### config.mk
export PLATFORM = sky130hd
export DESIGN_NAME = umc_lines
export DESIGN_NICKNAME = d
export VERILOG_FILES = /design/src/umc_pkg.sv /design/src/umc_sync.sv /design/src/umc_wake.sv /design/src/umc_lines.sv
export SDC_FILE = /design/constraint.sdc
export NUM_CORES = 1
export LEC_CHECK = 0
export BUFFER_PORTS_ARGS = -buffer_cell sky130_fd_sc_hd__clkbuf_2
export CAP_MARGIN = 20
export CORE_MARGIN = 2
export CORE_UTILIZATION = 46
export DETAILED_ROUTE_END_ITERATION = 7
export PLACE_DENSITY = 0.76
export SYNTH_ARGS = -nofsm -noshare
export SYNTH_HDL_FRONTEND = slang
export SYNTH_HIERARCHICAL = 1
export SYNTH_SLANG_ARGS = --single-unit
### constraint.sdc
create_clock -name clk_i -period 2.4 [get_ports clk_i]
set_clock_uncertainty 0.05 [all_clocks]
set_input_delay 0.36 -clock clk_i [delete_from_list [all_inputs] [get_ports clk_i]]
set_output_delay 0.36 -clock clk_i [all_outputs]
set_load 0.02 [all_outputs]
### src/umc_pkg.sv
/*
  umc_pkg: shared constants for the uart modem-control line block.
  assumes a 100 MHz system clock; all modem pins are active low.
*/
package umc_pkg;

  // ----------------------------------------------------------------
  // clock and timing
  // ----------------------------------------------------------------
  localparam int unsigned CLK_HZ         = 100_000_000;
  localparam int unsigned WAKE_MS        = 20;
  localparam int unsigned WAKE_CYC       = (CLK_HZ / 1000) * WAKE_MS;
  localparam int unsigned STOP_CHARS     = 2;

  // ----------------------------------------------------------------
  // pin levels
  // ----------------------------------------------------------------
  localparam logic        PIN_ON         = 1'b0;
  localparam logic        PIN_OFF        = 1'b1;

  // ----------------------------------------------------------------
  // register map (byte addresses, one word each)
  // ----------------------------------------------------------------
  localparam logic [3:0]  ADR_CTRL       = 4'h0;
  localparam logic [3:0]  ADR_CALL       = 4'h4;
  localparam logic [3:0]  ADR_STAT       = 4'h8;

  // control register fields
  localparam int unsigned CTRL_HWFC      = 0;
  localparam int unsigned CTRL_MUX       = 1;
  localparam int unsigned CTRL_DSR_TRK   = 2;
  localparam int unsigned CTRL_DCD_TRK   = 3;
  localparam int unsigned CTRL_PSV_LSB   = 4;
  localparam int unsigned CTRL_PSV_W     = 2;
  localparam int unsigned CTRL_UART_RDY  = 6;
  // reset: hw flow control on, tracking dsr and dcd, power save off, uart ready
  localparam logic [31:0] CTRL_RST       = 32'h0000_004d;

  // call/mode register fields
  localparam int unsigned CALL_MODE_LSB  = 0;
  localparam int unsigned CALL_MODE_W    = 2;
  localparam int unsigned CALL_VOICE     = 2;
  localparam int unsigned CALL_PKT       = 3;
  localparam int unsigned CALL_CSD       = 4;
  localparam int unsigned CALL_PROMPT    = 5;
  localparam int unsigned CALL_CARRIER   = 6;
  localparam logic [31:0] CALL_RST       = 32'h0000_0000;

  // interface mode codes
  localparam logic [1:0]  MODE_CMD       = 2'h0;
  localparam logic [1:0]  MODE_DATA      = 2'h1;
  localparam logic [1:0]  MODE_ONLINE    = 2'h2;

  // power save codes
  localparam logic [1:0]  PSV_OFF        = 2'h0;
  localparam logic [1:0]  PSV_CYCLIC     = 2'h1;
  localparam logic [1:0]  PSV_RTS        = 2'h2;
  localparam logic [1:0]  PSV_DTR        = 2'h3;

  // status register fields
  localparam int unsigned STAT_UART_EN   = 0;
  localparam int unsigned STAT_AWAKE     = 1;
  localparam int unsigned STAT_TX_PAUSE  = 2;
  localparam int unsigned STAT_DROP1ST   = 3;
  localparam int unsigned STAT_RTS_ON    = 4;
  localparam int unsigned STAT_DTR_ON    = 5;

  typedef enum logic [1:0] {
    UMC_WAKE_IDLE,
    UMC_WAKE_WAIT,
    UMC_WAKE_UP
  } umc_wake_e;

endpackage : umc_pkg

### src/umc_sync.sv
/*
  umc_sync: two flip-flop synchroniser for an asynchronous pin.
  assumes the pin is idle high (internal pull-up); resets to idle.
*/
`timescale 1ns/1ps
module umc_sync
  import umc_pkg::*;
(
  input  wire logic clk_i,
  input  wire logic rst_i,
  input  wire logic pin_i,
  output logic      sync_o
);

  logic meta_q;

  // ----------------------------------------------------------------
  // two stages; only the second stage is seen outside
  // ----------------------------------------------------------------
  always_ff @(posedge clk_i) begin
    if (rst_i) begin
      meta_q <= PIN_OFF;
      sync_o <= PIN_OFF;
    end else begin
      meta_q <= pin_i;
      sync_o <= meta_q;
    end
  end

endmodule : umc_sync

### src/umc_wake.sv
/*
  umc_wake: wake timer for the pin-controlled power save modes.
  assumes ctl_on_i is a synchronised level, high while the line is ON.
*/
`timescale 1ns/1ps
module umc_wake
  import umc_pkg::*;
#(
  parameter int unsigned WAKE_CYCLES = WAKE_CYC
) (
  input  wire logic clk_i,
  input  wire logic rst_i,
  input  wire logic arm_i,
  input  wire logic ctl_on_i,
  output logic      uart_en_o,
  output logic      ready_o
);

  localparam int unsigned CW = $clog2(WAKE_CYCLES + 1);

  umc_wake_e        state_q;
  logic             prev_q;
  logic [CW-1:0]    cnt_q;
  logic             rise;

  // only an OFF-to-ON edge wakes; a line already ON at arm time does not
  assign rise = ctl_on_i & ~prev_q;

  always_ff @(posedge clk_i) begin
    if (rst_i) begin
      prev_q <= 1'b0;
    end else begin
      prev_q <= ctl_on_i;
    end
  end

  // ----------------------------------------------------------------
  // wake sequence: edge enables uart, wait settles before lossless rx
  // ----------------------------------------------------------------
  always_ff @(posedge clk_i) begin
    if (rst_i) begin
      state_q <= UMC_WAKE_IDLE;
      cnt_q   <= '0;
    end else if (!arm_i || !ctl_on_i) begin
      state_q <= UMC_WAKE_IDLE;          // line OFF: disable uart, allow idle
      cnt_q   <= '0;
    end else begin
      unique case (state_q)
        UMC_WAKE_IDLE: begin
          if (rise) begin
            state_q <= UMC_WAKE_WAIT;
            cnt_q   <= CW'(WAKE_CYCLES - 1);
          end
        end
        UMC_WAKE_WAIT: begin
          if (cnt_q == '0) begin
            state_q <= UMC_WAKE_UP;
          end else begin
            cnt_q <= cnt_q - CW'(1);
          end
        end
        UMC_WAKE_UP: begin
          state_q <= UMC_WAKE_UP;
        end
      endcase
    end
  end

  assign uart_en_o = (state_q != UMC_WAKE_IDLE);
  assign ready_o   = (state_q == UMC_WAKE_UP);

endmodule : umc_wake

### src/umc_lines.sv
/*
  umc_lines: modem-control lines (cts, rts, dsr, dtr, dcd) of a dce uart.
  holds flow control, dsr/dcd modes, carrier request merging and the
  rts/dtr controlled power save wake. registers over classic wishbone.
  assumes the uart core reports received characters, tx character ends and tx requests.
*/
// The Wishbone interface to the registers and the register offsets were chosen for this implementation.
`timescale 1ns/1ps
module umc_lines
  import umc_pkg::*;
#(
  parameter int unsigned WAKE_CYCLES = WAKE_CYC
) (
  input  wire logic        clk_i,
  input  wire logic        rst_i,
  // wishbone classic slave
  input  wire logic        wb_cyc_i,
  input  wire logic        wb_stb_i,
  input  wire logic        wb_we_i,
  input  wire logic [3:0]  wb_adr_i,
  input  wire logic [3:0]  wb_sel_i,
  input  wire logic [31:0] wb_dat_i,
  output logic [31:0]      wb_dat_o,
  output logic             wb_ack_o,
  // modem pins, active low; pull-up enables active high
  input  wire logic        rts_n_i,
  input  wire logic        dtr_n_i,
  output logic             cts_n_o,
  output logic             dsr_n_o,
  output logic             dcd_n_o,
  output logic             rts_pullup_o,
  output logic             dtr_pullup_o,
  // uart core side
  input  wire logic        rx_char_i,
  input  wire logic        tx_char_done_i,
  input  wire logic        tx_req_i,
  output logic             tx_allow_o,
  output logic             rx_drop_o,
  output logic             mux_fc_on_o,
  output logic             uart_en_o,
  output logic             awake_o
);

  // ----------------------------------------------------------------
  // registers
  // ----------------------------------------------------------------
  logic [31:0] ctrl_q;
  logic [31:0] call_q;
  logic        ack_q;
  logic [31:0] rdat_q;

  logic        hwfc;
  logic        mux_on;
  logic [1:0]  psv;
  logic [1:0]  mode;
  logic        uart_rdy;

  assign hwfc     = ctrl_q[CTRL_HWFC];
  assign mux_on   = ctrl_q[CTRL_MUX];
  assign psv      = ctrl_q[CTRL_PSV_LSB +: CTRL_PSV_W];
  assign uart_rdy = ctrl_q[CTRL_UART_RDY];
  assign mode     = call_q[CALL_MODE_LSB +: CALL_MODE_W];

  // ----------------------------------------------------------------
  // pin synchronisers
  // ----------------------------------------------------------------
  logic rts_n_s;
  logic dtr_n_s;
  logic rts_on;
  logic dtr_on;

  umc_sync u_rts_sync (
    .clk_i  (clk_i),
    .rst_i  (rst_i),
    .pin_i  (rts_n_i),
    .sync_o (rts_n_s)
  );

  umc_sync u_dtr_sync (
    .clk_i  (clk_i),
    .rst_i  (rst_i),
    .pin_i  (dtr_n_i),
    .sync_o (dtr_n_s)
  );

  // synchronisers reset to OFF, so both lines read OFF at init
  assign rts_on = (rts_n_s == PIN_ON);
  assign dtr_on = (dtr_n_s == PIN_ON);

  // internal pull-ups always enabled; the host overrides by driving
  assign rts_pullup_o = 1'b1;
  assign dtr_pullup_o = 1'b1;

  // ----------------------------------------------------------------
  // power save wake (rts or dtr controlled)
  // ----------------------------------------------------------------
  logic psv_rts;
  logic psv_dtr;
  logic wake_on;
  logic wake_en;
  logic wake_rdy;

  // rts control only with flow control off; rts then means wake, not flow
  assign psv_rts = (psv == PSV_RTS) & ~hwfc;
  assign psv_dtr = (psv == PSV_DTR);
  assign wake_on = psv_rts ? rts_on : dtr_on;

  umc_wake #(
    .WAKE_CYCLES (WAKE_CYCLES)
  ) u_wake (
    .clk_i     (clk_i),
    .rst_i     (rst_i),
    .arm_i     (psv_rts | psv_dtr),
    .ctl_on_i  (wake_on),
    .uart_en_o (wake_en),
    .ready_o   (wake_rdy)
  );

  // uart powered: always when power save off; cyclic mode leans on software
  always_comb begin
    unique case (psv)
      PSV_OFF:    uart_en_o = 1'b1;
      PSV_CYCLIC: uart_en_o = uart_rdy;
      PSV_RTS:    uart_en_o = hwfc ? uart_rdy : wake_en;
      PSV_DTR:    uart_en_o = wake_en;
    endcase
  end

  // module forced active while the controlling line keeps it awake
  assign awake_o = (psv == PSV_OFF) | wake_en;

  // ----------------------------------------------------------------
  // first-character loss in power save without flow control
  // ----------------------------------------------------------------
  logic drop_q;

  // a character while asleep only wakes the uart; it is not data
  always_ff @(posedge clk_i) begin
    if (rst_i) begin
      drop_q <= 1'b0;
    end else if (psv == PSV_OFF || hwfc) begin
      drop_q <= 1'b0;
    end else if (rx_char_i && !uart_en_o) begin
      drop_q <= 1'b1;
    end else if (uart_en_o && (psv != PSV_RTS) && (psv != PSV_DTR)) begin
      drop_q <= 1'b0;
    end else if (wake_rdy) begin
      drop_q <= 1'b0;
    end
  end

  // incomplete wake: received characters are not guaranteed valid
  assign rx_drop_o = ~hwfc & (psv != PSV_OFF) &
                     (~uart_en_o | ((psv_rts | psv_dtr) & ~wake_rdy));

  // ----------------------------------------------------------------
  // cts: accept indication, or uart power only under mux
  // ----------------------------------------------------------------
  logic cts_on;

  always_comb begin
    if (!hwfc) begin
      cts_on = 1'b1;
    end else if (mux_on) begin
      cts_on = uart_en_o;
    end else begin
      cts_on = uart_en_o & uart_rdy;
    end
  end

  // flow control towards the host travels in mux commands when mux is on
  assign mux_fc_on_o = hwfc & mux_on & uart_rdy;

  always_ff @(posedge clk_i) begin
    if (rst_i) begin
      cts_n_o <= PIN_ON;
    end else begin
      cts_n_o <= cts_on ? PIN_ON : PIN_OFF;
    end
  end

  // ----------------------------------------------------------------
  // tx pause on rts OFF
  // ----------------------------------------------------------------
  logic [1:0] ovr_q;
  logic       pause;

  // characters sent after rts went OFF; the in-flight one always ends
  assign pause = hwfc & ~rts_on;

  always_ff @(posedge clk_i) begin
    if (rst_i) begin
      ovr_q <= '0;
    end else if (!pause) begin
      ovr_q <= '0;
    end else if (tx_char_done_i && (ovr_q != 2'(STOP_CHARS))) begin
      ovr_q <= ovr_q + 2'd1;
    end
  end

  // start of a new character is refused at once; at most one more ends
  assign tx_allow_o = tx_req_i & ~pause & (ovr_q < 2'(STOP_CHARS));

  // ----------------------------------------------------------------
  // dsr
  // ----------------------------------------------------------------
  always_ff @(posedge clk_i) begin
    if (rst_i) begin
      dsr_n_o <= PIN_OFF;
    end else if (!ctrl_q[CTRL_DSR_TRK]) begin
      dsr_n_o <= PIN_ON;
    end else begin
      dsr_n_o <= (mode == MODE_DATA) ? PIN_ON : PIN_OFF;
    end
  end

  // ----------------------------------------------------------------
  // dcd: or of every requester
  // ----------------------------------------------------------------
  logic dcd_req;

  assign dcd_req = call_q[CALL_CARRIER]
                 | call_q[CALL_VOICE]
                 | (call_q[CALL_PKT] & (mode == MODE_DATA))
                 | (call_q[CALL_CSD] & (mode != MODE_CMD))
                 | call_q[CALL_PROMPT];

  always_ff @(posedge clk_i) begin
    if (rst_i) begin
      dcd_n_o <= PIN_OFF;
    end else if (!ctrl_q[CTRL_DCD_TRK]) begin
      dcd_n_o <= PIN_ON;
    end else begin
      dcd_n_o <= dcd_req ? PIN_ON : PIN_OFF;
    end
  end

  // ----------------------------------------------------------------
  // wishbone slave
  // ----------------------------------------------------------------
  logic req;
  logic wr;

  // single-wait-state ack; ack drops for a cycle so each access acks once
  // a write lands on the edge that samples ack, as a classic master expects
  assign req = wb_cyc_i & wb_stb_i & ~ack_q;
  assign wr  = wb_cyc_i & wb_stb_i & wb_we_i & ack_q;

  always_ff @(posedge clk_i) begin
    if (rst_i) begin
      ack_q <= 1'b0;
    end else begin
      ack_q <= req;
    end
  end

  // control register, byte lanes honoured
  always_ff @(posedge clk_i) begin
    if (rst_i) begin
      ctrl_q <= CTRL_RST;
    end else if (wr && wb_adr_i == ADR_CTRL) begin
      for (int b = 0; b < 4; b++) begin
        if (wb_sel_i[b]) begin
          ctrl_q[b*8 +: 8] <= wb_dat_i[b*8 +: 8];
        end
      end
    end
  end

  // call and interface mode register, written by the command engine
  always_ff @(posedge clk_i) begin
    if (rst_i) begin
      call_q <= CALL_RST;
    end else if (wr && wb_adr_i == ADR_CALL) begin
      for (int b = 0; b < 4; b++) begin
        if (wb_sel_i[b]) begin
          call_q[b*8 +: 8] <= wb_dat_i[b*8 +: 8];
        end
      end
    end
  end

  // read mux; unmapped addresses read zero and still ack
  always_ff @(posedge clk_i) begin
    if (rst_i) begin
      rdat_q <= '0;
    end else if (req) begin
      rdat_q <= '0;
      unique case (wb_adr_i)
        ADR_CTRL: rdat_q <= ctrl_q & 32'h0000_007f;
        ADR_CALL: rdat_q <= call_q & 32'h0000_007f;
        ADR_STAT: begin
          rdat_q[STAT_UART_EN]  <= uart_en_o;
          rdat_q[STAT_AWAKE]    <= wake_rdy;
          rdat_q[STAT_TX_PAUSE] <= pause;
          rdat_q[STAT_DROP1ST]  <= drop_q;
          rdat_q[STAT_RTS_ON]   <= rts_on;
          rdat_q[STAT_DTR_ON]   <= dtr_on;
        end
        default: rdat_q <= '0;
      endcase
    end
  end

  assign wb_ack_o = ack_q;
  assign wb_dat_o = rdat_q;

endmodule : umc_lines

==> impl_metrics.toml <==
[timing]
fmax_mhz = 438
min_period_over_period = 0.951
slew_viol_final = 0
slew_headroom = 0.645
hold_viol_final = 0
setup_viol = 0
finalSetupTns_ps = 0
tightest_slew_ps = 531
rsz0062_at_grt = "false"
final.min_clock_period_ps = 2280

[clock_tree]
cts_tree = "done"
clockBufferDepth = 2
numCtsBuffers = 5
cts_max_level = 2
cts_hold_buf = 0
clk_latency_ps = 320
cts_sinks = 56
cts.clk_slew.worst_paths_ps = 100
clock-root-buffer = "clkbuf_8"

[floorplan]
die_width_um = 85.0
initial_core_util = 0.475
dieArea_mm2 = 0.00722
die_h_um = 85.0
fp.coreArea_mm2 = 0.00635
num_rows = 29
pin_count = 93

[power_and_ir_drop]
ir_worst_vdd_uv = 332
power.density_mw_per_mm2 = 515
total_power_mw = 1.72
p_leak_nw = 1.39

[drt]
drt_iter0_markers = 92
drtPass1Iterations = 4
antenna_left = 0
drt-total-wl_um = 6150
via_per_inst = 5.46
routedWlPerCell_um = 13.7
drc_errors = 0
vias = 2453

[worst_hold_path]
hp-start = "rts_n_i"
whs_endpoint = "u_rts_sync/meta_q$_SDFF_PP1_"
min_path_cells = 2
hp-class = "input port to flip-flop"

[yosys]
ys_types = 63
synth_ff_type = "dfxtp_1"
synth_area_per_cell_um2 = 9.11
syn_inst = 331
yosys_warnings = 6
synth_edf_count = 0
ys_ff_latch = 56
synth_area_mm2 = 0.00302
synthTopCellsByArea = "dfxtp_1 (37%), buf_4 (6.7%), mux2i_1 (6.0%)"
yosys.area.top_type = "dfxtp_1"
yosysSeqAreaShare = 0.372
yosysTopAreaCellShare = 0.372
async_flop_share = 0

[finish]
fin_cells = 449
final_common_cell = "dfxtp_1"
num_antenna_cells = 0
nets = 427
drive_above_1_share = 0.220
final_cell_mix = "dfxtp_1 (56), clkbuf_2 (37), conb_1 (27), nor2_1 (23), mux2i_1 (18)"
syn_to_final_growth_pct = 11.0

[worst_setup_path]
critPathKind = "flip-flop to output pin"
arrival_ps = 1870
reg2reg_to = "u_wake/cnt_q[18]$_SDFFE_PP0P_"
required_ps = 1990
r2r_slack_ps = 210
cp-end-kind = "output pin"
rr_startpoint = "ctrl_q[0]$_SDFFE_PP1P_"
path_max_fanout = 5
reg2reg_depth = 7
crit_path_start_kind = "flip-flop"

[placed_design]
globalplace.congestion = 0.865
dp.cells = 441
hpwl_um = 4630
portBuffers = 37

[job]
drv_cap = 0

[global_routing]
grt_pass1_vias = 2291
grt_usage = 0.174
antenna_found_initial = 0
grt_pass1_wl_um = 10400
grt_max_degree = 31
overflow = 0

[run_status]
status = "finished clean"
[report_power, final]
group | switching [mW] | total, mW | internal (mW)
logic | 0.100 | 0.151 | 0.0505
registers | 0.00490 | 0.943 | 0.938
clock network | 0.316 | 0.632 | 0.316
[cells by family (layout without fill, tap and decap cells)]
kind of cell               after synthesis  in the layout  synth area share
AOI/OAI and AO/OA                       73             73             0.178
adders and majority gates                6              6            0.0249
xor gates and xnor gates                 7              7            0.0203
other                                    2             27           0.00249
muxes                                   20             20            0.0672
DFF                                     56             56             0.372
and+or+nand+nor                        112            112             0.228
buffers and inverters                   55             71             0.107
[state kept, by name, summed over array words and instances (netlist names)]
name,count
u_wake/cnt_q,21
call_q,7
ctrl_q,7
wb_dat_o,7
ovr_q,2
u_wake/state_q,2
cts_n_o,1
dcd_n_o,1
drop_q,1
dsr_n_o,1
u_dtr_sync/meta_q,1
u_dtr_sync/sync_o,1
u_rts_sync/meta_q,1
u_rts_sync/sync_o,1
u_wake/prev_q,1
wb_ack_o,1
[cell usage after synthesis, types with 2 or more instances]
cell type  number
xnor2_1         2
and3b_1         2
a211o_1         3
nor3_1          8
a211oi_2        2
or3_1           7
o31ai_1         6
o21bai_1        2
conb_1          2
nor2_1         23
nand2_1        14
or3_2           2
nor3b_1         3
or2_2           2
o22ai_1         4
or2_1           4
a31oi_1         6
a21oi_1        16
o21ai_0        11
dfxtp_1        56
xor2_1          5
a2111oi_0       2
mux2_2          2
mux2i_1        18
nand2b_1        4
ha_1            6
nand3b_1        4
o211ai_1        4
nand4_1         2
a22oi_1         6
buf_4          27
nand3_1         4
inv_1          13
and2_1          3
buf_2           5
nor2b_1         9
clkbuf_1        8
or4_1           7
nor4_1          3
[through the flow]
step	util	setup slack, ps	hold WS, ps	area (um2)
final	0.527	118	166	3350
after global routing	0.527	4.17	157	3350
after CTS	0.525	14.0	163	3330
after detailed placement	0.507	50.0	345	3220
after global placement	0.507	104	345	3220
after floorplan	-	30.2	335	3110
[layout make-up]
type	instances	area, um2
Inverter	13	48.8
Sequential cell	56	1120
Clock buffer	6	72.6
Timing Repair Buffer	50	283
Tap cell	77	96.3
Multi-Input combinational cell	245	1690
Clock inverter	2	38.8
Fill cell	581	3000
[how the worst max path moves through the flow]
stage,startpoint,endpoint,slack [ps],cells past startpoint
floorplan,ctrl_q[0]$_SDFFE_PP1P_,u_wake/cnt_q[6]$_SDFFE_PP0P_,30,9
global placement,ctrl_q[5]$_SDFFE_PP0P_,u_wake/cnt_q[18]$_SDFFE_PP0P_,100,7
detailed placement,ctrl_q[5]$_SDFFE_PP0P_,u_wake/cnt_q[6]$_SDFFE_PP0P_,50,7
CTS,ctrl_q[5]$_SDFFE_PP0P_,u_wake/cnt_q[18]$_SDFFE_PP0P_,10,7
global route,u_wake/state_q[0]$_SDFFE_PP0P_,rx_drop_o,4,7
finish,u_wake/state_q[0]$_SDFFE_PP0P_,rx_drop_o,120,7
[per-layer routing]
metal  share of wire  track usage  vias to the layer above
met4           0.015       0.0548                        0
met5               0            0                        -
met3           0.042       0.0438                        9
li1                -            -                     1218
met2            0.50        0.309                       62
met1            0.45        0.205                     1164
[worst max-delay path, cell delays in order (launching register included)]
cell and delay, ps:
dfxtp_1 360, inv_1 70, ha_1 260, inv_2 100
mux2i_1 90, a211oi_2 370, a21oi_1 140, clkbuf_2 180
[repair_timing]
| item | CTS | global route |
|---|---|---|
| endpoints found under the setup margin | 0 | 14 |
| buffers inserted | 0 | 0 |
| endpoints found under the hold margin | 0 | 0 |
| resized for setup | 0 | 5 |
Power figures use the tool's default switching activity.
